$ cat config.mk
export PLATFORM = sky130hd
export DESIGN_NAME = async_serial_port
export DESIGN_NICKNAME = d
export VERILOG_FILES = /design/src/rtl/async_serial_pkg.sv /design/src/rtl/baud_tick.sv /design/src/rtl/async_serial_port.sv
export SDC_FILE = /design/constraint.sdc
export NUM_CORES = 1
export LEC_CHECK = 0
export BUFFER_PORTS_ARGS = -buffer_cell sky130_fd_sc_hd__buf_2
export CAP_MARGIN = 20
export CORE_UTILIZATION = 35
export CTS_BUF_LIST = sky130_fd_sc_hd__clkbuf_16
export CTS_CLUSTER_SIZE = 10
export DETAILED_ROUTE_END_ITERATION = 8
export SYNTH_ARGS = -nofsm -noshare
export SYNTH_HDL_FRONTEND = slang
export SYNTH_HIERARCHICAL = 1
export SYNTH_SLANG_ARGS = --single-unit
$ cat constraint.sdc
create_clock -name clock -period 7.7 [get_ports clock]
set_input_delay 1.54 -clock clock [delete_from_list [all_inputs] [get_ports clock]]
set_output_delay 1.54 -clock clock [all_outputs]
set_load 0.02 [all_outputs]
$ cat src/rtl/async_serial_pkg.sv
package async_serial_pkg;
	// Register indices on the plain register port.
	localparam logic [2:0] ADDR_MAIN_CTRL = 3'h0;
	localparam logic [2:0] ADDR_FRAME_FMT = 3'h1;
	localparam logic [2:0] ADDR_BAUD_DIV = 3'h2;
	localparam logic [2:0] ADDR_TX_DATA = 3'h3;
	localparam logic [2:0] ADDR_RX_DATA = 3'h4;
	localparam logic [2:0] ADDR_ERR_STATUS = 3'h5;
	localparam logic [2:0] ADDR_IRQ_STATUS = 3'h6;
	localparam logic [2:0] ADDR_IRQ_ENABLE = 3'h7;
	// Main control bit positions.
	localparam int POS_POWER = 7;
	localparam int POS_TXEN = 6;
	localparam int POS_RXEN = 5;
	// Frame format bit positions.
	localparam int POS_PAR_EN = 0;
	localparam int POS_PAR_ODD = 1;
	localparam int POS_TWO_STOP = 2;
	// Error status bit positions.
	localparam int POS_ERR_PARITY = 0;
	localparam int POS_ERR_FRAME = 1;
	localparam int POS_ERR_OVERRUN = 2;
	// Interrupt status bit positions: receive complete, transmit done.
	localparam int POS_IRQ_RX = 0;
	localparam int POS_IRQ_TX = 1;
	// Reset values.
	localparam logic [7:0] RST_MAIN_CTRL = 8'h00;
	localparam logic [7:0] RST_FRAME_FMT = 8'h00;
	localparam logic [7:0] RST_BAUD_DIV = 8'h0f;
	// Extra base clocks between frames in back-to-back transmission.
	localparam logic [3:0] BACK_TO_BACK_GAP = 4'h2;
	// Oversampling per bit.
	localparam logic [3:0] OVERSAMPLE_LAST = 4'hf;
	localparam logic [3:0] OVERSAMPLE_MID = 4'h7;
	typedef enum logic [3:0] {
		SER_IDLE = 4'b0001,
		SER_START = 4'b0010,
		SER_DATA = 4'b0100,
		SER_STOP = 4'b1000
	} ser_state_t;
endpackage : async_serial_pkg

$ cat src/rtl/baud_tick.sv
`timescale 1ns/100ps
// Divides the base clock into oversample ticks; restart realigns the phase.
module baud_tick (
	input wire logic clock,
	input wire logic rst,
	input wire logic run,
	input wire logic restart,
	input wire logic [7:0] divisor,
	output logic tick
);
	logic [7:0] count_ff;

	always_ff @(posedge clock or posedge rst) begin
		if (rst) begin
			count_ff <= 8'h00;
		end else if (!run || restart || count_ff == divisor) begin
			count_ff <= 8'h00;
		end else begin
			count_ff <= count_ff + 8'h01;
		end
	end

	assign tick = run && !restart && count_ff == divisor;
endmodule : baud_tick

$ cat src/rtl/async_serial_port.sv
// Our own choices: the plain strobed port and the placing of the registers.
`timescale 1ns/100ps
// What this block does
// - Stopped clock freezes operation; all registers keep their values.
// - Transmit pin holds its last level while the clock is stopped.
// - No error interrupt; errors only recorded in error status.
// - Each transmit data write with power and transmit enable is sent, unless a later write replaces its byte or an enable drops before its frame ends.
// - Back-to-back frames get two extra base clocks of gap.
// - Receiver realigns sampling on every detected start bit.
module async_serial_port (
	input wire logic clock,
	input wire logic rst,
	input wire logic [2:0] regAddr,
	input wire logic [7:0] regWrData,
	input wire logic regWrite,
	input wire logic regRead,
	output logic [7:0] regRdData,
	input wire logic serialRxPin,
	output logic serialTxPin,
	output logic irq
);
	logic [7:0] mainCtrl_ff;
	logic [7:0] frameFmt_ff;
	logic [7:0] baudDiv_ff;
	logic [7:0] rxData_ff;
	logic [2:0] errStatus_ff;
	logic [1:0] irqStatus_ff;
	logic [1:0] irqEnable_ff;
	logic [7:0] regRdData_ff;
	logic power;
	logic txRun;
	logic rxRun;
	logic txStart;
	logic txTick;
	logic rxTick;
	logic rxRestart;
	logic txDoneEvt;
	logic rxDoneEvt;
	logic parityErr;
	logic frameErr;
	logic overrunErr;
	logic rxSync0_ff;
	logic rxSync1_ff;
	logic rxPrev_ff;
	logic rxUnread_ff;

	// flops keep state
	// A stopped clock simply stops every flop below, so all state is kept.
	// power gates engines
	assign power = mainCtrl_ff[async_serial_pkg::POS_POWER];
	assign txRun = power && mainCtrl_ff[async_serial_pkg::POS_TXEN];
	assign rxRun = power && mainCtrl_ff[async_serial_pkg::POS_RXEN];
	assign txStart = regWrite && regAddr == async_serial_pkg::ADDR_TX_DATA && txRun;

	always_ff @(posedge clock or posedge rst) begin
		if (rst) begin
			mainCtrl_ff <= async_serial_pkg::RST_MAIN_CTRL;
			frameFmt_ff <= async_serial_pkg::RST_FRAME_FMT;
			baudDiv_ff <= async_serial_pkg::RST_BAUD_DIV;
			irqEnable_ff <= 2'h0;
		end else if (regWrite) begin
			case (regAddr)
				async_serial_pkg::ADDR_MAIN_CTRL: mainCtrl_ff <= regWrData & 8'he0;
				async_serial_pkg::ADDR_FRAME_FMT: frameFmt_ff <= regWrData & 8'h07;
				async_serial_pkg::ADDR_BAUD_DIV: baudDiv_ff <= regWrData;
				async_serial_pkg::ADDR_IRQ_ENABLE: irqEnable_ff <= regWrData[1:0];
				default: ;
			endcase
		end
	end

	// Receive input crosses in through two flops before anything reads it.
	always_ff @(posedge clock or posedge rst) begin
		if (rst) begin
			rxSync0_ff <= 1'b1;
			rxSync1_ff <= 1'b1;
			rxPrev_ff <= 1'b1;
		end else begin
			rxSync0_ff <= serialRxPin;
			rxSync1_ff <= rxSync0_ff;
			rxPrev_ff <= rxSync1_ff;
		end
	end

	// ---- Transmitter ----
	async_serial_pkg::ser_state_t txState_ff;
	logic [7:0] txShift_ff;
	logic [3:0] txSub_ff;
	logic [2:0] txBit_ff;
	logic txParity_ff;
	logic txParPhase_ff;
	logic txStop2_ff;
	logic [3:0] txGap_ff;
	logic txPending_ff;
	logic [7:0] txHold_ff;

	baud_tick txBaud (
		.clock(clock),
		.rst(rst),
		.run(txRun),
		.restart(1'b0),
		.divisor(baudDiv_ff),
		.tick(txTick)
	);

	always_ff @(posedge clock or posedge rst) begin
		if (rst) begin
			txPending_ff <= 1'b0;
			txHold_ff <= 8'h00;
		end else if (!txRun) begin
			txPending_ff <= 1'b0;
		end else if (txStart) begin
			txPending_ff <= 1'b1;
			txHold_ff <= regWrData;
		end else if (txState_ff == async_serial_pkg::SER_IDLE && txGap_ff <= 4'h1) begin
			txPending_ff <= 1'b0;
		end
	end

	always_ff @(posedge clock or posedge rst) begin
		if (rst) begin
			txState_ff <= async_serial_pkg::SER_IDLE;
			txShift_ff <= 8'h00;
			txSub_ff <= 4'h0;
			txBit_ff <= 3'h0;
			txParity_ff <= 1'b0;
			txParPhase_ff <= 1'b0;
			txStop2_ff <= 1'b0;
			txGap_ff <= 4'h0;
			serialTxPin <= 1'b1;
		end else if (!txRun) begin
			txState_ff <= async_serial_pkg::SER_IDLE;
			txGap_ff <= 4'h0;
			serialTxPin <= 1'b1;
		end else begin
			case (txState_ff)
				async_serial_pkg::SER_IDLE: begin
					// extra back-to-back gap
					// Idle itself costs one clock, so the start is released at a count of one.
					if (txGap_ff != 4'h0) begin
						txGap_ff <= txGap_ff - 4'h1;
					end
					if (txGap_ff <= 4'h1 && txPending_ff) begin
						txState_ff <= async_serial_pkg::SER_START;
						txShift_ff <= txHold_ff;
						txParity_ff <= frameFmt_ff[async_serial_pkg::POS_PAR_ODD];
						txSub_ff <= 4'h0;
						txBit_ff <= 3'h0;
						txParPhase_ff <= 1'b0;
						txStop2_ff <= 1'b0;
						serialTxPin <= 1'b0;
					end
				end
				async_serial_pkg::SER_START: if (txTick) begin
					txSub_ff <= txSub_ff + 4'h1;
					if (txSub_ff == async_serial_pkg::OVERSAMPLE_LAST) begin
						txState_ff <= async_serial_pkg::SER_DATA;
						serialTxPin <= txShift_ff[0];
					end
				end
				async_serial_pkg::SER_DATA: if (txTick) begin
					txSub_ff <= txSub_ff + 4'h1;
					if (txSub_ff == async_serial_pkg::OVERSAMPLE_LAST) begin
						if (txParPhase_ff || (txBit_ff == 3'h7 &&
								!frameFmt_ff[async_serial_pkg::POS_PAR_EN])) begin
							txState_ff <= async_serial_pkg::SER_STOP;
							serialTxPin <= 1'b1;
						end else if (txBit_ff == 3'h7) begin
							txParPhase_ff <= 1'b1;
							serialTxPin <= txParity_ff ^ txShift_ff[0];
						end else begin
							txBit_ff <= txBit_ff + 3'h1;
							txParity_ff <= txParity_ff ^ txShift_ff[0];
							txShift_ff <= {1'b0, txShift_ff[7:1]};
							serialTxPin <= txShift_ff[1];
						end
					end
				end
				async_serial_pkg::SER_STOP: if (txTick) begin
					txSub_ff <= txSub_ff + 4'h1;
					if (txSub_ff == async_serial_pkg::OVERSAMPLE_LAST) begin
						if (frameFmt_ff[async_serial_pkg::POS_TWO_STOP] && !txStop2_ff) begin
							txStop2_ff <= 1'b1;
						end else begin
							txState_ff <= async_serial_pkg::SER_IDLE;
							txGap_ff <= async_serial_pkg::BACK_TO_BACK_GAP;
						end
					end
				end
				default: txState_ff <= async_serial_pkg::SER_IDLE;
			endcase
		end
	end

	assign txDoneEvt = txRun && txTick && txState_ff == async_serial_pkg::SER_STOP &&
		txSub_ff == async_serial_pkg::OVERSAMPLE_LAST &&
		(!frameFmt_ff[async_serial_pkg::POS_TWO_STOP] || txStop2_ff);

	// ---- Receiver ----
	async_serial_pkg::ser_state_t rxState_ff;
	logic [7:0] rxShift_ff;
	logic [3:0] rxSub_ff;
	logic [2:0] rxBit_ff;
	logic rxParity_ff;
	logic rxParPhase_ff;
	logic rxParBad_ff;

	assign rxRestart = rxState_ff == async_serial_pkg::SER_IDLE && rxPrev_ff && !rxSync1_ff;

	baud_tick rxBaud (
		.clock(clock),
		.rst(rst),
		.run(rxRun),
		.restart(rxRestart),
		.divisor(baudDiv_ff),
		.tick(rxTick)
	);

	always_ff @(posedge clock or posedge rst) begin
		if (rst) begin
			rxState_ff <= async_serial_pkg::SER_IDLE;
			rxShift_ff <= 8'h00;
			rxSub_ff <= 4'h0;
			rxBit_ff <= 3'h0;
			rxParity_ff <= 1'b0;
			rxParPhase_ff <= 1'b0;
			rxParBad_ff <= 1'b0;
		end else if (!rxRun) begin
			rxState_ff <= async_serial_pkg::SER_IDLE;
		end else begin
			case (rxState_ff)
				async_serial_pkg::SER_IDLE: if (rxRestart) begin
					rxState_ff <= async_serial_pkg::SER_START;
					rxSub_ff <= 4'h0;
					rxBit_ff <= 3'h0;
					rxParPhase_ff <= 1'b0;
					rxParBad_ff <= 1'b0;
					rxParity_ff <= frameFmt_ff[async_serial_pkg::POS_PAR_ODD];
				end
				async_serial_pkg::SER_START: if (rxTick) begin
					rxSub_ff <= rxSub_ff + 4'h1;
					// A glitch shorter than half a bit is not a start bit.
					if (rxSub_ff == async_serial_pkg::OVERSAMPLE_MID && rxSync1_ff) begin
						rxState_ff <= async_serial_pkg::SER_IDLE;
					end else if (rxSub_ff == async_serial_pkg::OVERSAMPLE_LAST) begin
						rxState_ff <= async_serial_pkg::SER_DATA;
					end
				end
				async_serial_pkg::SER_DATA: if (rxTick) begin
					rxSub_ff <= rxSub_ff + 4'h1;
					if (rxSub_ff == async_serial_pkg::OVERSAMPLE_MID) begin
						if (rxParPhase_ff) begin
							rxParBad_ff <= rxParity_ff ^ rxSync1_ff;
						end else begin
							rxShift_ff <= {rxSync1_ff, rxShift_ff[7:1]};
							rxParity_ff <= rxParity_ff ^ rxSync1_ff;
						end
					end else if (rxSub_ff == async_serial_pkg::OVERSAMPLE_LAST) begin
						if (rxParPhase_ff || (rxBit_ff == 3'h7 &&
								!frameFmt_ff[async_serial_pkg::POS_PAR_EN])) begin
							rxState_ff <= async_serial_pkg::SER_STOP;
						end else if (rxBit_ff == 3'h7) begin
							rxParPhase_ff <= 1'b1;
						end else begin
							rxBit_ff <= rxBit_ff + 3'h1;
						end
					end
				end
				// Only the first stop bit is checked, so the next start is not missed.
				async_serial_pkg::SER_STOP: if (rxTick && rxSub_ff == async_serial_pkg::OVERSAMPLE_MID) begin
					rxState_ff <= async_serial_pkg::SER_IDLE;
				end else if (rxTick) begin
					rxSub_ff <= rxSub_ff + 4'h1;
				end
				default: rxState_ff <= async_serial_pkg::SER_IDLE;
			endcase
		end
	end

	assign rxDoneEvt = rxRun && rxTick && rxState_ff == async_serial_pkg::SER_STOP &&
		rxSub_ff == async_serial_pkg::OVERSAMPLE_MID;
	assign parityErr = rxDoneEvt && rxParBad_ff;
	assign frameErr = rxDoneEvt && !rxSync1_ff;
	assign overrunErr = rxDoneEvt && rxUnread_ff;

	// An overrun keeps the older byte so software sees what it missed.
	always_ff @(posedge clock or posedge rst) begin
		if (rst) begin
			rxData_ff <= 8'h00;
			rxUnread_ff <= 1'b0;
		end else if (rxDoneEvt && !rxUnread_ff) begin
			rxData_ff <= rxShift_ff;
			rxUnread_ff <= 1'b1;
		end else if (regRead && regAddr == async_serial_pkg::ADDR_RX_DATA) begin
			rxUnread_ff <= 1'b0;
		end
	end

	always_ff @(posedge clock or posedge rst) begin
		if (rst) begin
			errStatus_ff <= 3'h0;
		end else begin
			errStatus_ff <= (errStatus_ff & ~((regWrite &&
				regAddr == async_serial_pkg::ADDR_ERR_STATUS) ? regWrData[2:0] : 3'h0))
				| {overrunErr, frameErr, parityErr};
		end
	end

	// Sticky events; a set in the same cycle as a clear wins.
	always_ff @(posedge clock or posedge rst) begin
		if (rst) begin
			irqStatus_ff <= 2'h0;
		end else begin
			irqStatus_ff <= (irqStatus_ff & ~((regWrite &&
				regAddr == async_serial_pkg::ADDR_IRQ_STATUS) ? regWrData[1:0] : 2'h0))
				| {txDoneEvt, rxDoneEvt};
		end
	end

	assign irq = |(irqStatus_ff & irqEnable_ff);

	always_ff @(posedge clock or posedge rst) begin
		if (rst) begin
			regRdData_ff <= 8'h00;
		end else if (regRead) begin
			case (regAddr)
				async_serial_pkg::ADDR_MAIN_CTRL: regRdData_ff <= mainCtrl_ff;
				async_serial_pkg::ADDR_FRAME_FMT: regRdData_ff <= frameFmt_ff;
				async_serial_pkg::ADDR_BAUD_DIV: regRdData_ff <= baudDiv_ff;
				async_serial_pkg::ADDR_RX_DATA: regRdData_ff <= rxData_ff;
				async_serial_pkg::ADDR_ERR_STATUS: regRdData_ff <= {5'h00, errStatus_ff};
				async_serial_pkg::ADDR_IRQ_STATUS: regRdData_ff <= {6'h00, irqStatus_ff};
				async_serial_pkg::ADDR_IRQ_ENABLE: regRdData_ff <= {6'h00, irqEnable_ff};
				default: regRdData_ff <= 8'h00;
			endcase
		end else begin
			regRdData_ff <= 8'h00;
		end
	end

	assign regRdData = regRdData_ff;

	tx_start_a: assert property (@(posedge clock) disable iff (rst)
		txStart && txState_ff == async_serial_pkg::SER_IDLE && txGap_ff == 4'h0 && !txPending_ff
		|=> txPending_ff ##1 txState_ff == async_serial_pkg::SER_START)
		else $error("transmit write did not start a frame");
	tx_gap_a: assert property (@(posedge clock) disable iff (rst)
		txDoneEvt |=> txGap_ff == async_serial_pkg::BACK_TO_BACK_GAP &&
		txState_ff == async_serial_pkg::SER_IDLE ##1 txState_ff == async_serial_pkg::SER_IDLE)
		else $error("back to back gap missing");
	power_off_a: assert property (@(posedge clock) disable iff (rst)
		!power |=> txState_ff == async_serial_pkg::SER_IDLE &&
		rxState_ff == async_serial_pkg::SER_IDLE && serialTxPin)
		else $error("engine active without power");
	rx_align_a: assert property (@(posedge clock) disable iff (rst)
		rxRun && rxRestart |=> rxState_ff == async_serial_pkg::SER_START &&
		rxSub_ff == 4'h0 && rxBaud.count_ff == 8'h00)
		else $error("receiver did not realign");
	err_noirq_a: assert property (@(posedge clock) disable iff (rst)
		(parityErr || frameErr) |=> errStatus_ff != 3'h0 && irqStatus_ff[1] == $past(irqStatus_ff[1] | txDoneEvt))
		else $error("error status not recorded");
	tx_hold_a: assert property (@(posedge clock) disable iff (rst)
		txState_ff == async_serial_pkg::SER_IDLE && !$rose(txState_ff[1]) |-> serialTxPin)
		else $error("transmit pin not idle high");
endmodule : async_serial_port

Word level (Yosys, flattened, before mapping)
Cells that the tools add are included.
Word-level totals
  register bits: 115
  bits of input ports: 16
  output and inout bits: 10
  logic and storage cells: 293
Cells by class
  $add $sub $neg: 7
  order comparisons: 1
  equal/unequal tests: 64
  muxes and demuxes: 105
  bitwise gates (word level): 10
  reductions and logical operators: 74
Operators with widths (count)
  4-bit two-way mux: 30
  8-bit two-way mux: 8
  3-bit inequality test (second input constant): 19
  8-bit case mux with 7 select lines: 1
  1-bit two-way mux: 38
  3-bit two-way mux: 12
  2-bit inequality test (second input constant): 17
  4-bit case mux with 4 select lines: 2
  1-bit logical AND: 30
  6-bit AND reduction: 4
  8-bit AND reduction: 3
  3-bit equality test (second input constant): 6
  8-bit by 1-bit adder with 8-bit output (second input constant): 2
  4-bit equality test (second input constant): 4
  8-bit equality test: 2
  4-bit case mux with 2 select lines: 2
  8-bit case mux with 2 select lines: 1
  7-bit AND reduction: 2
  4-bit by 3-bit equality test with 1-bit output (second input constant): 3
  1-bit case mux with 2 select lines: 6
  3-bit case mux with 2 select lines: 2
  4-bit case mux with 3 select lines: 1
  2-bit AND reduction: 5
  5-bit AND reduction: 2
  other kinds (30): 59

Depth between registers and ports, before layout
Gate-level depths: netlist (run 1).
  depth after elaboration: 11
  depth in mapped cells: 11
  gate-level depth less buffers: 9

Hierarchy
Netlist (run 1), hierarchy kept.
By module, submodules not included
  async_serial_port: instances 1, cells each 457, area an instance 4870.9 um2, seq. area each 2489.9 um2
  baud_tick: instances 2, cells each 48, area an instance 524.3 um2, seq. area each 200.2 um2

Least setup slack after synthesis (run 1)
No wires, ideal clock.
  kind: input-to-reg
  start point: input regAddr[1]
  end point: register txHold_ff[0]
  setup time: 0.125 ns
  data arrival time: 3.068 ns
  data required time: 7.575 ns
  setup slack: 4.508 ns
  cell stages on the path: 4
  path buffers: 1
  cells stage by stage: buf_1 nand2_1 nor3_1 mux2_2
On the way
  word-level cells in the longest chain between the ends: 4
RTL lines
  start: declaration: RTL line async_serial_port.sv:13  | input wire logic [2:0] regAddr,
  3-bit by 2-bit equality test with 1-bit output: RTL line async_serial_port.sv:53  | assign txStart = regWrite && regAddr == async_serial_pkg::ADDR_TX_DATA && txRun;
  1-bit logical AND (2 in a row): RTL line async_serial_port.sv:53
  2-bit AND reduction (no line)
  end signal: assignment: RTL line async_serial_port.sv:114  | txHold_ff <= regWrData;
  end: declaration: RTL line async_serial_port.sv:95  | logic [7:0] txHold_ff;
No other way between the ends.
A chain may end at the register's enable or synchronous reset.

Worst setup path in the final report (run 1)
  start point: register rxState_ff[0]
  end point: register rxState_ff[2]
On the way
  word-level cells in the longest chain between the ends: 9
  elaborated cells between the ends (all ways): 21
  classes of those cells: eq/ne: 12; mux: 2; reduce/logical: 7
RTL lines
  start: declaration: RTL line async_serial_port.sv:200  | async_serial_pkg::ser_state_t rxState_ff;
  start signal: assignment: RTL line async_serial_port.sv:221  | rxState_ff <= async_serial_pkg::SER_IDLE;
  start signal: assignment: RTL line async_serial_port.sv:229  | rxState_ff <= async_serial_pkg::SER_IDLE;
  start signal: assignment: RTL line async_serial_port.sv:233  | rxState_ff <= async_serial_pkg::SER_START;
  4-bit by 1-bit equality test with 1-bit output *: RTL line async_serial_port.sv:208  | assign rxRestart = rxState_ff == async_serial_pkg::SER_IDLE && rxPrev_ff && !rxSync1_ff;
  1-bit logical AND * (2 in a row): RTL line async_serial_port.sv:208
  named net rxRestart: RTL line async_serial_port.sv:36  | logic rxRestart;
  1-bit logical NOT *: RTL line baud_tick.sv:23  | assign tick = run && !restart && count_ff == divisor;
  1-bit logical AND * (2 in a row): RTL line baud_tick.sv:23
  named net rxTick: RTL line async_serial_port.sv:35  | logic rxTick;
  1-bit logical AND: RTL line async_serial_port.sv:270  | async_serial_pkg::SER_STOP: if (rxTick && rxSub_ff == async_serial_pkg::OVERSAMPLE_MID) begin
  3-bit inequality test (no line)
  8-bit AND reduction (no line) *
Mark *: on every way through the listed nets, which the timed path passes. The rest lies on a longest branch.

==> results of run 1 <==
-- registers in the layout, indices dropped and copies added (netlist names), 3 cells and up --
signal,count
regRdData,8
rxData_ff,8
rxSub_ff,4
rxState_ff,4
rxBit_ff,3
txHold_ff,8
errStatus_ff,3
txShift_ff,8
txGap_ff,4
txSub_ff,4
frameFmt_ff,3
txState_ff,4
mainCtrl_ff,3
txBaud/count_ff,8
txBit_ff,3
rxBaud/count_ff,8
baudDiv_ff,8
rxShift_ff,8
-- kinds of logic (layout without fill, tap and decap cells) --
family / count (synthesis) / count (layout) / share of synthesized area [%]
simple gates: 183 / 183 / 17.1
xor+xnor: 31 / 31 / 4.84
compound gates: 115 / 115 / 13.6
buf+inv: 43 / 82 / 3.17
fa+ha+maj: 10 / 10 / 2.11
other cells: 1 / 2 / 0.0634
mux: 55 / 55 / 10.3
flops: 115 / 115 / 48.8
-- metal layers --
layer / GRT usage, % / part of all wire (%) / vias to the layer above
li1: - / - / 2056
met1: 20.7 / 45 / 2160
met2: 26.4 / 49 / 79
met3: 4.46 / 4.4 / 16
met4: 7.75 / 1.9 / 0
met5: 0 / 0 / -
-- worst paths after layout --
check	slack (ps)	depth (start not counted)	startpoint	to
max	4330	8	rxState_ff[0]	rxState_ff[2]
min	360	0	rxSync0_ff	rxSync1_ff
max reg2reg	4330	8	rxState_ff[0]	rxState_ff[2]
min reg2reg	360	0	rxSync0_ff	rxSync1_ff
max in group asynchronous	5370	3	rst	txGap_ff[2]
min in group asynchronous	1110	2	rst	txBaud/count_ff[1]
-- area by class of cell --
class,instances,area [µm²]
Clock buffer,17,425
Clock inverter,15,199
Fill cell,1544,9640
Inverter,19,73.8
Multi-Input combinational cell,396,2850
Sequential cell,115,2890
Tap cell,220,275
Timing Repair Buffer,31,171
-- placed cells by master (no fill, tap or decap), drive strengths merged, types with 4 or more instances in the layout --
cell type	Yosys	final
dfrtp	105	105
clkbuf	12	19
inv	18	21
buf	12	29
a22o	5	5
or4b	6	6
bufinv	0	5
mux2	48	48
nor4b	4	4
a21o	5	5
ha	10	10
a221oi	8	8
nor2	46	46
nor3	7	7
a21oi	15	15
nor4	4	4
mux2i	7	7
xnor2	7	7
o21ai	26	26
nand2b	10	10
nor2b	9	9
a31oi	12	12
nand2	50	50
a211oi	14	14
a22oi	5	5
and3	5	5
xor2	24	24
dfstp	10	10
nand3	16	16
or3	7	7
nand4	6	6
clkinv	1	6
-- metrics by stage --
step           power (mW)  std cells  cell area (µm²)  hold slack (ps)
5_1_grt              1.80        813             6890              364
3_5_place_dp        0.902        779             6240              353
4_1_cts              1.75        811             6870              361
3_3_place_gp        0.896        778             6240              347
6_report             1.73        813             6890              359
2_1_floorplan       0.843        554             5920              345
-- cell usage after synthesis (3+ instances only) --
cell type    n  area [µm²]
nor3_1       6        30.0
nor2b_1      9        56.3
o21ai_0     24         120
dfstp_2     10         263
a31o_2       3        26.3
nor4_4       4        85.1
a21o_1       5        37.5
nor2_1      45         169
ha_1        10         125
and4b_1      3        30.0
nor4b_1      3        26.3
mux2i_1      7        70.1
nor3b_1      3        22.5
nand2b_1    10        62.6
a221oi_1     8        70.1
a21oi_1     14        70.1
a31oi_1     12        75.1
clkbuf_1    12        45.0
xnor2_1      7        61.3
nand4_1      6        37.5
and3_1       5        31.3
buf_1        3        11.3
nand2_1     50         188
a22oi_1      5        37.5
a22o_1       5        43.8
a21boi_0     3        22.5
mux2_2      48         541
buf_2        6        30.0
or3_1        7        43.8
dfrtp_1    105        2630
inv_1       18        67.6
nand3_1     16        80.1
a211oi_1    13        97.6
or4b_2       3        30.0
xor2_1      22         193
-- power breakdown --
group	internal (mW)	switching [mW]
registers	0.658	0.0519
clock network	0.565	0.272
logic	0.0735	0.108
total	1.30	0.432
==> results.md, run 1 <==
- Status: finished, final reports clean
- Layout cell share with drive strength beyond 1: 23.6%
- Largest net degree at the start of global routing: 67
- Crit-path leading delay family: simple AND/OR/NAND/NOR gates
- Yosys reg bits: 115
- Detailed Place HPWL: 9630 µm
- Setup crit start kind: flip-flop
- Asr flop ratio synth: 100%
- CTS buffer count: 17
- Via-per-instance ratio: 5.30
- Worst EP required: 8040 ps
- Diode count: 0
- Final setup viols: 0
- Crit share post-route: 43.7%
- Fin. Hold Viols: 0
- Drt total wl: 13400 µm
- Port bufs: 25
- Vias in the first global route: 4286
- Drt wl/cell: 16.5 µm
- CTS resizes: 0
- DRC Markers: 0
- Initial Utilization: 35.8%
- Vias: 4311
- Seq/Total Area, Yosys: 48.8%
- Initial antenna violation count: 0
- Max Clk Rate: 297 MHz
- Syn avg cell area: 10.7 µm²
- Fin util: 41.7%
- Synthesized cell area: 5920 µm²
- Drt pass-1 iters: 4
- HP Class: flip-flop to flip-flop
- Post-Route Skew: 10.8 ps
- Peak VDD IR: 0.193 mV
- # clock sinks: 115
- Setup ws final: 4330 ps
- GRT Total Usage: 16.5%
- First-pass GRT wire length: 22400 µm
- CP max-delay cell: dfstp_2
- Post-CTS Hold Buffers: 0
- Clk buf depth: 2
- Syn. warnings: 6
- Critical path arrival: 3700 ps
- Dpl ws: 4220 ps
- Most used DFF post-synth: dfrtp_1
- Max incr delay on CP: 640 ps
- GRT overflow: 0
- Clk pin slew, worst setup/hold paths: 50 ps
- Critical path capture point type: flip-flop
- Worst path cell trace: or4b_1, or3b_2, inv_1, and4b_1, nand4b_1, a31oi_1, o21ai_0, mux2i_1
- CTS tree: done
- FP Rows: 47
- Die area: 17400 µm²
- Mapped Cells: 553
- Leak: 3.01 nW
- Chip Width: 132 µm
- Worst-Skew Late Latency: 420 ps
- Netlist cell types: 70
- EDFF count, synth: 0
- Minimum clock period: 3370 ps
- Fin nets: 606
- Max H-tree Level: 4
- Die H: 132 µm
- Rel. slew slack: 43.7%
- Post CTS Setup Buffer Count: 0
- Max-slew violations: 0
- Cell Pwr Density: 251 nW/µm²
- Core footprint: 16500 µm²
- Max cap viols: 0
- I/O Pins: 26
- Root Driver: clkbuf_16
- Setup tns final: 0 ps
- Crit path buf inv count: 1
- RSZ-0062 raised after global routing: false
- Post-route ant nets: 0
- Area grow syn2layout: 16.3%
- Slew at the pin closest to its max-slew limit: 845 ps
- Setup CP Type: flip-flop to flip-flop
- Initial DRC Count: 248
- Crit-path max FO: 12
- GP Congestion: 0.861
Power figures use the tool's default switching activity.
==> run 2: changes to the inputs <==
- clock period: 7.7 -> 3.1 ns (I/O delays scaled with it)
==> results.md, run 2 (same netlist as run 1, synthesis figures left out) <==
- Fin area: 6960 µm² (+1.1%)
- Fin. Hold Viols: 0 (unchanged)
- Cell Pwr Density: 578 nW/µm² (+130%)
- Setup CP Type: flip-flop to flip-flop
- Die H: 132 µm (unchanged)
- Final setup viols: 0 (unchanged)
- Max-slew violations: 0 (unchanged)
- Drt total wl: 13800 µm (+3.1%)
- Clk buf depth: 2 (unchanged)
- GRT overflow: 0 (unchanged)
- Critical path arrival: 3240 ps (-460 ps)
- Core footprint: 16500 µm² (unchanged)
- Leak: 3.07 nW (+1.9%)
- Slew at the pin closest to its max-slew limit: 715 ps (-130 ps)
- Crit share post-route: 93.4% (+50 points)
- Post-route ant nets: 0 (unchanged)
- Initial antenna violation count: 0 (unchanged)
- Peak VDD IR: 0.447 mV (+130%)
- R2R depth: 10 (+2)
- Max H-tree Level: 4 (unchanged)
- Setup tns final: 0 ps (unchanged)
- Clk pin slew, worst setup/hold paths: 60 ps (about the same)
- Fin nets: 625 (+3.1%)
- Post-CTS Hold Buffers: 0 (unchanged)
- Post CTS Setup Buffer Count: 0 (unchanged)
- Pwr Total: 4.02 mW (+130%)
- Commonest non-fill, non-tap cell in the layout: dfrtp_1
- Via-per-instance ratio: 5.31 (+0.21%)
- Drt pass-1 iters: 7 (+3)
- Initial Utilization: 35.8% (unchanged)
- CTS tree: done
- Root Driver: clkbuf_16
- Detailed Place HPWL: 10000 µm (+4.0%)
- Max cap viols: 0 (unchanged)
- Port bufs: 25 (unchanged)
- Diode count: 0 (unchanged)
- DRC Markers: 0 (unchanged)
- Setup crit start kind: flip-flop
- Critical R2R Capture: rxState_ff[2]
- Setup ws final: 206 ps (-4130 ps)
- Crit Reg-Reg Startpoint: rxState_ff[0]
- GP Congestion: 0.879 (+2.1%)
- Area grow syn2layout: 17.6%
- Fin Hold WS: 193 ps (-165 ps)
- Crit-path max FO: 4 (-8)
- HP Class: input pin to asynchronous set/reset pin
- CTS buffer count: 17 (unchanged)
- RSZ-0062 raised after global routing: false
- Worst-Skew Late Latency: 420 ps (about the same)
- Largest net degree at the start of global routing: 41 (-39%)
- GRT Total Usage: 17.2% (+0.76 points)
- Most frequent cells in the layout: dfrtp_1, nand2_1, mux2_2, nor2_1, buf_2
- Area after DPL: 6430 µm² (+3.0%)
- Vias: 4421 (+2.6%)
- Critical path capture point type: flip-flop
- First-pass GRT wire length: 23600 µm (+5.4%)
- Rel. slew slack: 52.2% (+8.5 points)
- Max Clk Rate: 346 MHz (+16%)
- Chip Width: 132 µm (unchanged)
- Layout cell share with drive strength beyond 1: 26.5% (+2.9 points)
- Drt wl/cell: 16.6 µm (+0.73%)
- Vias in the first global route: 4592 (+7.1%)
- FP Rows: 47 (unchanged)
- Die area: 17400 µm² (unchanged)
- # clock sinks: 115 (unchanged)
- Dpl ws: 191 ps (-4030 ps)
- Minimum clock period: 2890 ps (-472 ps)
- Initial DRC Count: 230 (-7.3%)
- Post-Route Skew: 25.5 ps (+14.7 ps)
- Worst EP required: 3450 ps (-4590 ps)
- R2r setup slk: 210 ps (-4130 ps)
- Status: finished, final reports clean
- I/O Pins: 26 (unchanged)
-- run 2: cell count changes in the layout (fill, tap and decap cells not counted), moves of 2 or more --
| cell | delta |
|---|---|
| buf_12 | +2 |
| buf_4 | +20 |
| clkinv_2 | +6 |
| bufinv_16 | -4 |
| inv_1 | -2 |
-- run 2: area by class of cell --
cell class | count | area, µm²
Clock inverter | 15 | 101
Fill cell | 1554 | 9560
Inverter | 19 | 75.1
Tap cell | 220 | 275
Clock buffer | 17 | 425
Timing Repair Buffer | 50 | 338
Multi-Input combinational cell | 396 | 2860
Sequential cell | 115 | 2890
-- run 2: worst max-delay path, stage by stage, from the launching register on --
cell      delay (ps)
dfstp_2          520
or4b_1           460
or3b_2           540
inv_1            120
and4b_1          240
buf_4            160
a211oi_1         220
a31oi_1           80
o21ai_0          150
buf_4            160
mux2i_1          170
-- run 2: worst max path at each step --
stage	from	to
5_1_grt	rxState_ff[0]	rxSub_ff[1]
2_1_floorplan	rxState_ff[2]	rxSub_ff[0]
4_1_cts	rxState_ff[0]	rxSub_ff[0]
3_5_place_dp	rxState_ff[0]	rxSub_ff[0]
6_report	rxState_ff[0]	rxState_ff[2]
3_3_place_gp	rxState_ff[0]	rxSub_ff[1]
-- run 2: layer usage --
| metal | GRT usage, % | share of wire (%) |
|---|---|---|
| met1 | 23.2 | 48 |
| met2 | 26.7 | 47 |
| met3 | 3.84 | 3.4 |
| met4 | 7.43 | 1.5 |
| met5 | 0 | 0 |
-- run 2: stage by stage --
stage	cells	utilization, %
floorplan	554	-
global placement	800	38.9
detailed placement	800	38.9
CTS	832	42.1
global route	832	42.1
finish	832	42.1
-- run 2: power by group --
group | switching [mW] | total (mW) | internal, mW
Sequential | 0.117 | 1.75 | 1.63
Clock | 0.680 | 1.75 | 1.07
Combinational | 0.292 | 0.515 | 0.223
-- run 2: repair_timing --
action,CTS,global route
gates resized for setup,0,1
endpoints found under the setup margin,0,1
hold endpoints to repair,0,0
==> run 3: changes to the inputs <==
==> constraint.sdc (replaced) <==
create_clock -name clock -period 3.1 [get_ports clock]
set_input_delay 0.31 -clock clock [delete_from_list [all_inputs] [get_ports clock]]
set_output_delay 0.31 -clock clock [all_outputs]
set_load 0.02 [all_outputs]
==> results.md, run 3 (same netlist as run 1, synthesis figures left out) <==
- Core footprint: 16500 µm² (unchanged)
- DR top layer: met4
- I/O Pins: 26 (unchanged)
- Setup crit start kind: flip-flop
- GP Congestion: 0.812 (-7.6%)
- Leak: 3.11 nW (+1.3%)
- Worst EP required: 3430 ps (-20 ps)
- Crit share post-route: 93.3% (about the same)
- R2R depth: 10 (unchanged)
- Crit-path max FO: 10 (+6)
- Status: finished, final reports clean
- Commonest non-fill, non-tap cell in the layout: dfrtp_1
- Wire length on met3: 523 µm (+13%)
- M1 WL: 6420 µm (-2.6%)
- Hold_sp: regRead
- Hold path cells: 2
- Die area: 17400 µm² (unchanged)
- Internal power: 3.26 mW (+11%)
- Initial antenna violation count: 0 (unchanged)
- Post CTS Setup Buffer Count: 0 (unchanged)
- Rel. slew slack: 46.9% (-5.3 points)
- Clk buf depth: 2 (unchanged)
- Crit Reg-Reg Startpoint: rxState_ff[2]
- Minimum clock period: 2890 ps (-0.579 ps)
- Max H-tree Level: 4 (unchanged)
- Drt total wl: 13600 µm (-1.9%)
- Post-route ant nets: 0 (unchanged)
- Initial Utilization: 35.8% (unchanged)
- Diode count: 0 (unchanged)
- Chip Width: 132 µm (unchanged)
- Vias in the first global route: 4403 (-4.1%)
- Peak VDD IR: 0.440 mV (-1.6%)
- Final setup viols: 0 (unchanged)
- Drt wl/cell: 16.3 µm (-1.9%)
- RSZ-0062 raised after global routing: false
- Max incr delay on CP: 550 ps (about the same)
- Placed insts: 798 (-0.25%)
- Critical R2R Capture: rxState_ff[2]
- GRT Total Usage: 16.7% (-0.56 points)
- Clock power frac: 47.7% (+4.1 points)
- FP Rows: 47 (unchanged)
- Met2 wire len: 6410 µm (-2.2%)
- Detailed Place HPWL: 9600 µm (-4.1%)
- Layout cell share with drive strength beyond 1: 25.8% (-0.65 points)
- Most frequent cells in the layout: dfrtp_1, nand2_1, mux2_2, nor2_1, buf_2
- Crit path top cell by count: buf_4
- Largest net degree at the start of global routing: 63 (+54%)
- GRT overflow: 0 (unchanged)
- Non-Filler Instances: 832 (unchanged)
- Fin util: 42.6% (+0.51 points)
- Comb power frac: 11.9% (-0.9 points)
- First-pass GRT wire length: 22900 µm (-3.1%)
- Worst-Skew Late Latency: 410 ps (about the same)
- Drt pass-1 iters: 7 (unchanged)
- Setup CP Type: flip-flop to flip-flop
- Worst path cell trace: or4b_1, or3b_2, inv_1, and4b_1, buf_4, a211oi_1, a31oi_1, o21ai_0, buf_4, mux2i_1
- Initial DRC Count: 277 (+20%)
- Port bufs: 25 (unchanged)
- CTS tree: done
- Switch share: 24.7% (-2.3 points)
- Vias: 4375 (-1.0%)
- Slew at the pin closest to its max-slew limit: 796 ps (+81.0 ps)
- Crit path buf inv count: 3 (unchanged)
- DRC Markers: 0 (unchanged)
- R2r setup slk: 210 ps (about the same)
- Max cap viols: 0 (unchanged)
- Setup tns final: 0 ps (unchanged)
- CTS buffer count: 17 (unchanged)
- HP Class: input pin to flip-flop
- Clk pin slew, worst setup/hold paths: 50 ps (about the same)
- Critical path capture point type: flip-flop
- # clock sinks: 115 (unchanged)
- Area grow syn2layout: 19.0%
- Seq pwr share: 40.5% (-3.1 points)
- Via-per-instance ratio: 5.26 (-1.0%)
- CP max-delay cell: or4b_1
- Crit-path leading delay family: simple AND/OR/NAND/NOR gates
- Post-Route Skew: 8.69 ps (-16.8 ps)
- Cell Pwr Density: 615 nW/µm² (+6.4%)
- Fin nets: 625 (unchanged)
- Die H: 132 µm (unchanged)
- Hold Path End: rxUnread_ff
- Fin Hold WS: 167 ps (-26.1 ps)
- Max Clk Rate: 346 MHz (about the same)
- Critical path arrival: 3220 ps (-20 ps)
- Root Driver: clkbuf_16
- Switching Power: 1.07 mW (-1.7%)
- Fin. Hold Viols: 0 (unchanged)
- Max-slew violations: 0 (unchanged)
[run 3: cell count changes in the layout (fill, tap and decap cells not counted)]
| cell | before | now |
|---|---|---|
| clkinv_2 | 9 | 4 |
| bufinv_16 | 1 | 5 |
| clkinvlp_4 | 3 | 1 |
| dlygate4sd3_1 | 0 | 2 |
| a21oi_1 | 13 | 14 |
| a21oi_2 | 1 | 0 |
| buf_12 | 2 | 1 |
| buf_4 | 23 | 22 |
| clkinv_1 | 3 | 4 |
| dfrtp_1 | 105 | 104 |
| dfrtp_2 | 0 | 1 |
| inv_1 | 18 | 19 |
| inv_4 | 0 | 1 |
[run 3: worst max path at each step]
stage	startpoint	to	cells past startpoint
floorplan	rxState_ff[2]	rxSub_ff[0]	10
finish	rxState_ff[2]	rxState_ff[2]	10
global placement	rxState_ff[2]	rxSub_ff[0]	8
global route	rxState_ff[2]	rxState_ff[2]	10
detailed placement	rxState_ff[2]	rxState_ff[2]	10
CTS	rxState_ff[2]	rxState_ff[2]	10
[run 3: through the flow]
stage / power, mW / setup WS (ps) / cell area, µm²
2_1_floorplan: 2.10 / 62.3 / 5920
4_1_cts: 4.38 / 191 / 7040
3_3_place_gp: 2.27 / 267 / 6400
6_report: 4.33 / 206 / 7040
5_1_grt: 4.52 / 15.1 / 7040
3_5_place_dp: 2.29 / 216 / 6400
[run 3: timing repair]
item                                   in CTS  in global routing
hold buffers                                2                  0
setup endpoints to repair                   0                  2
gates resized for setup                     0                  1
endpoints found under the hold margin      17                  0
[run 3: area by class of cell]
| class | count | area, µm² |
|---|---|---|
| multi-input combinational | 396 | 2850 |
| fill | 1556 | 9480 |
| timing repair buffer | 50 | 330 |
| inverter | 19 | 73.8 |
| sequential | 115 | 2890 |
| clock buffer | 17 | 425 |
| tap | 220 | 275 |
| clock inverter | 15 | 196 |
[run 3: layer usage]
layer	global-route usage (%)	vias up
li1	-	2085
met1	22.4	2169
met2	26.3	107
met3	3.88	14
met4	5.94	0
met5	0	-
[run 3: power by group through the flow]
stage	clock network, mW	logic (mW)	registers [mW]
floorplan	0	0.351	1.74
global placement	0	0.501	1.77
detailed placement	0	0.513	1.77
CTS	2.11	0.519	1.75
global route	2.18	0.571	1.77
finish	2.06	0.513	1.75
[run 3: worst reg2reg max path, delay by kind of cell, from the launching register on]
family,cells,cell delay [ps]
muxes,1,180
DFF,1,460
AOI/OAI and AO/OA,3,450
buffers and inverters,3,410
and+or+nand+nor,3,1310
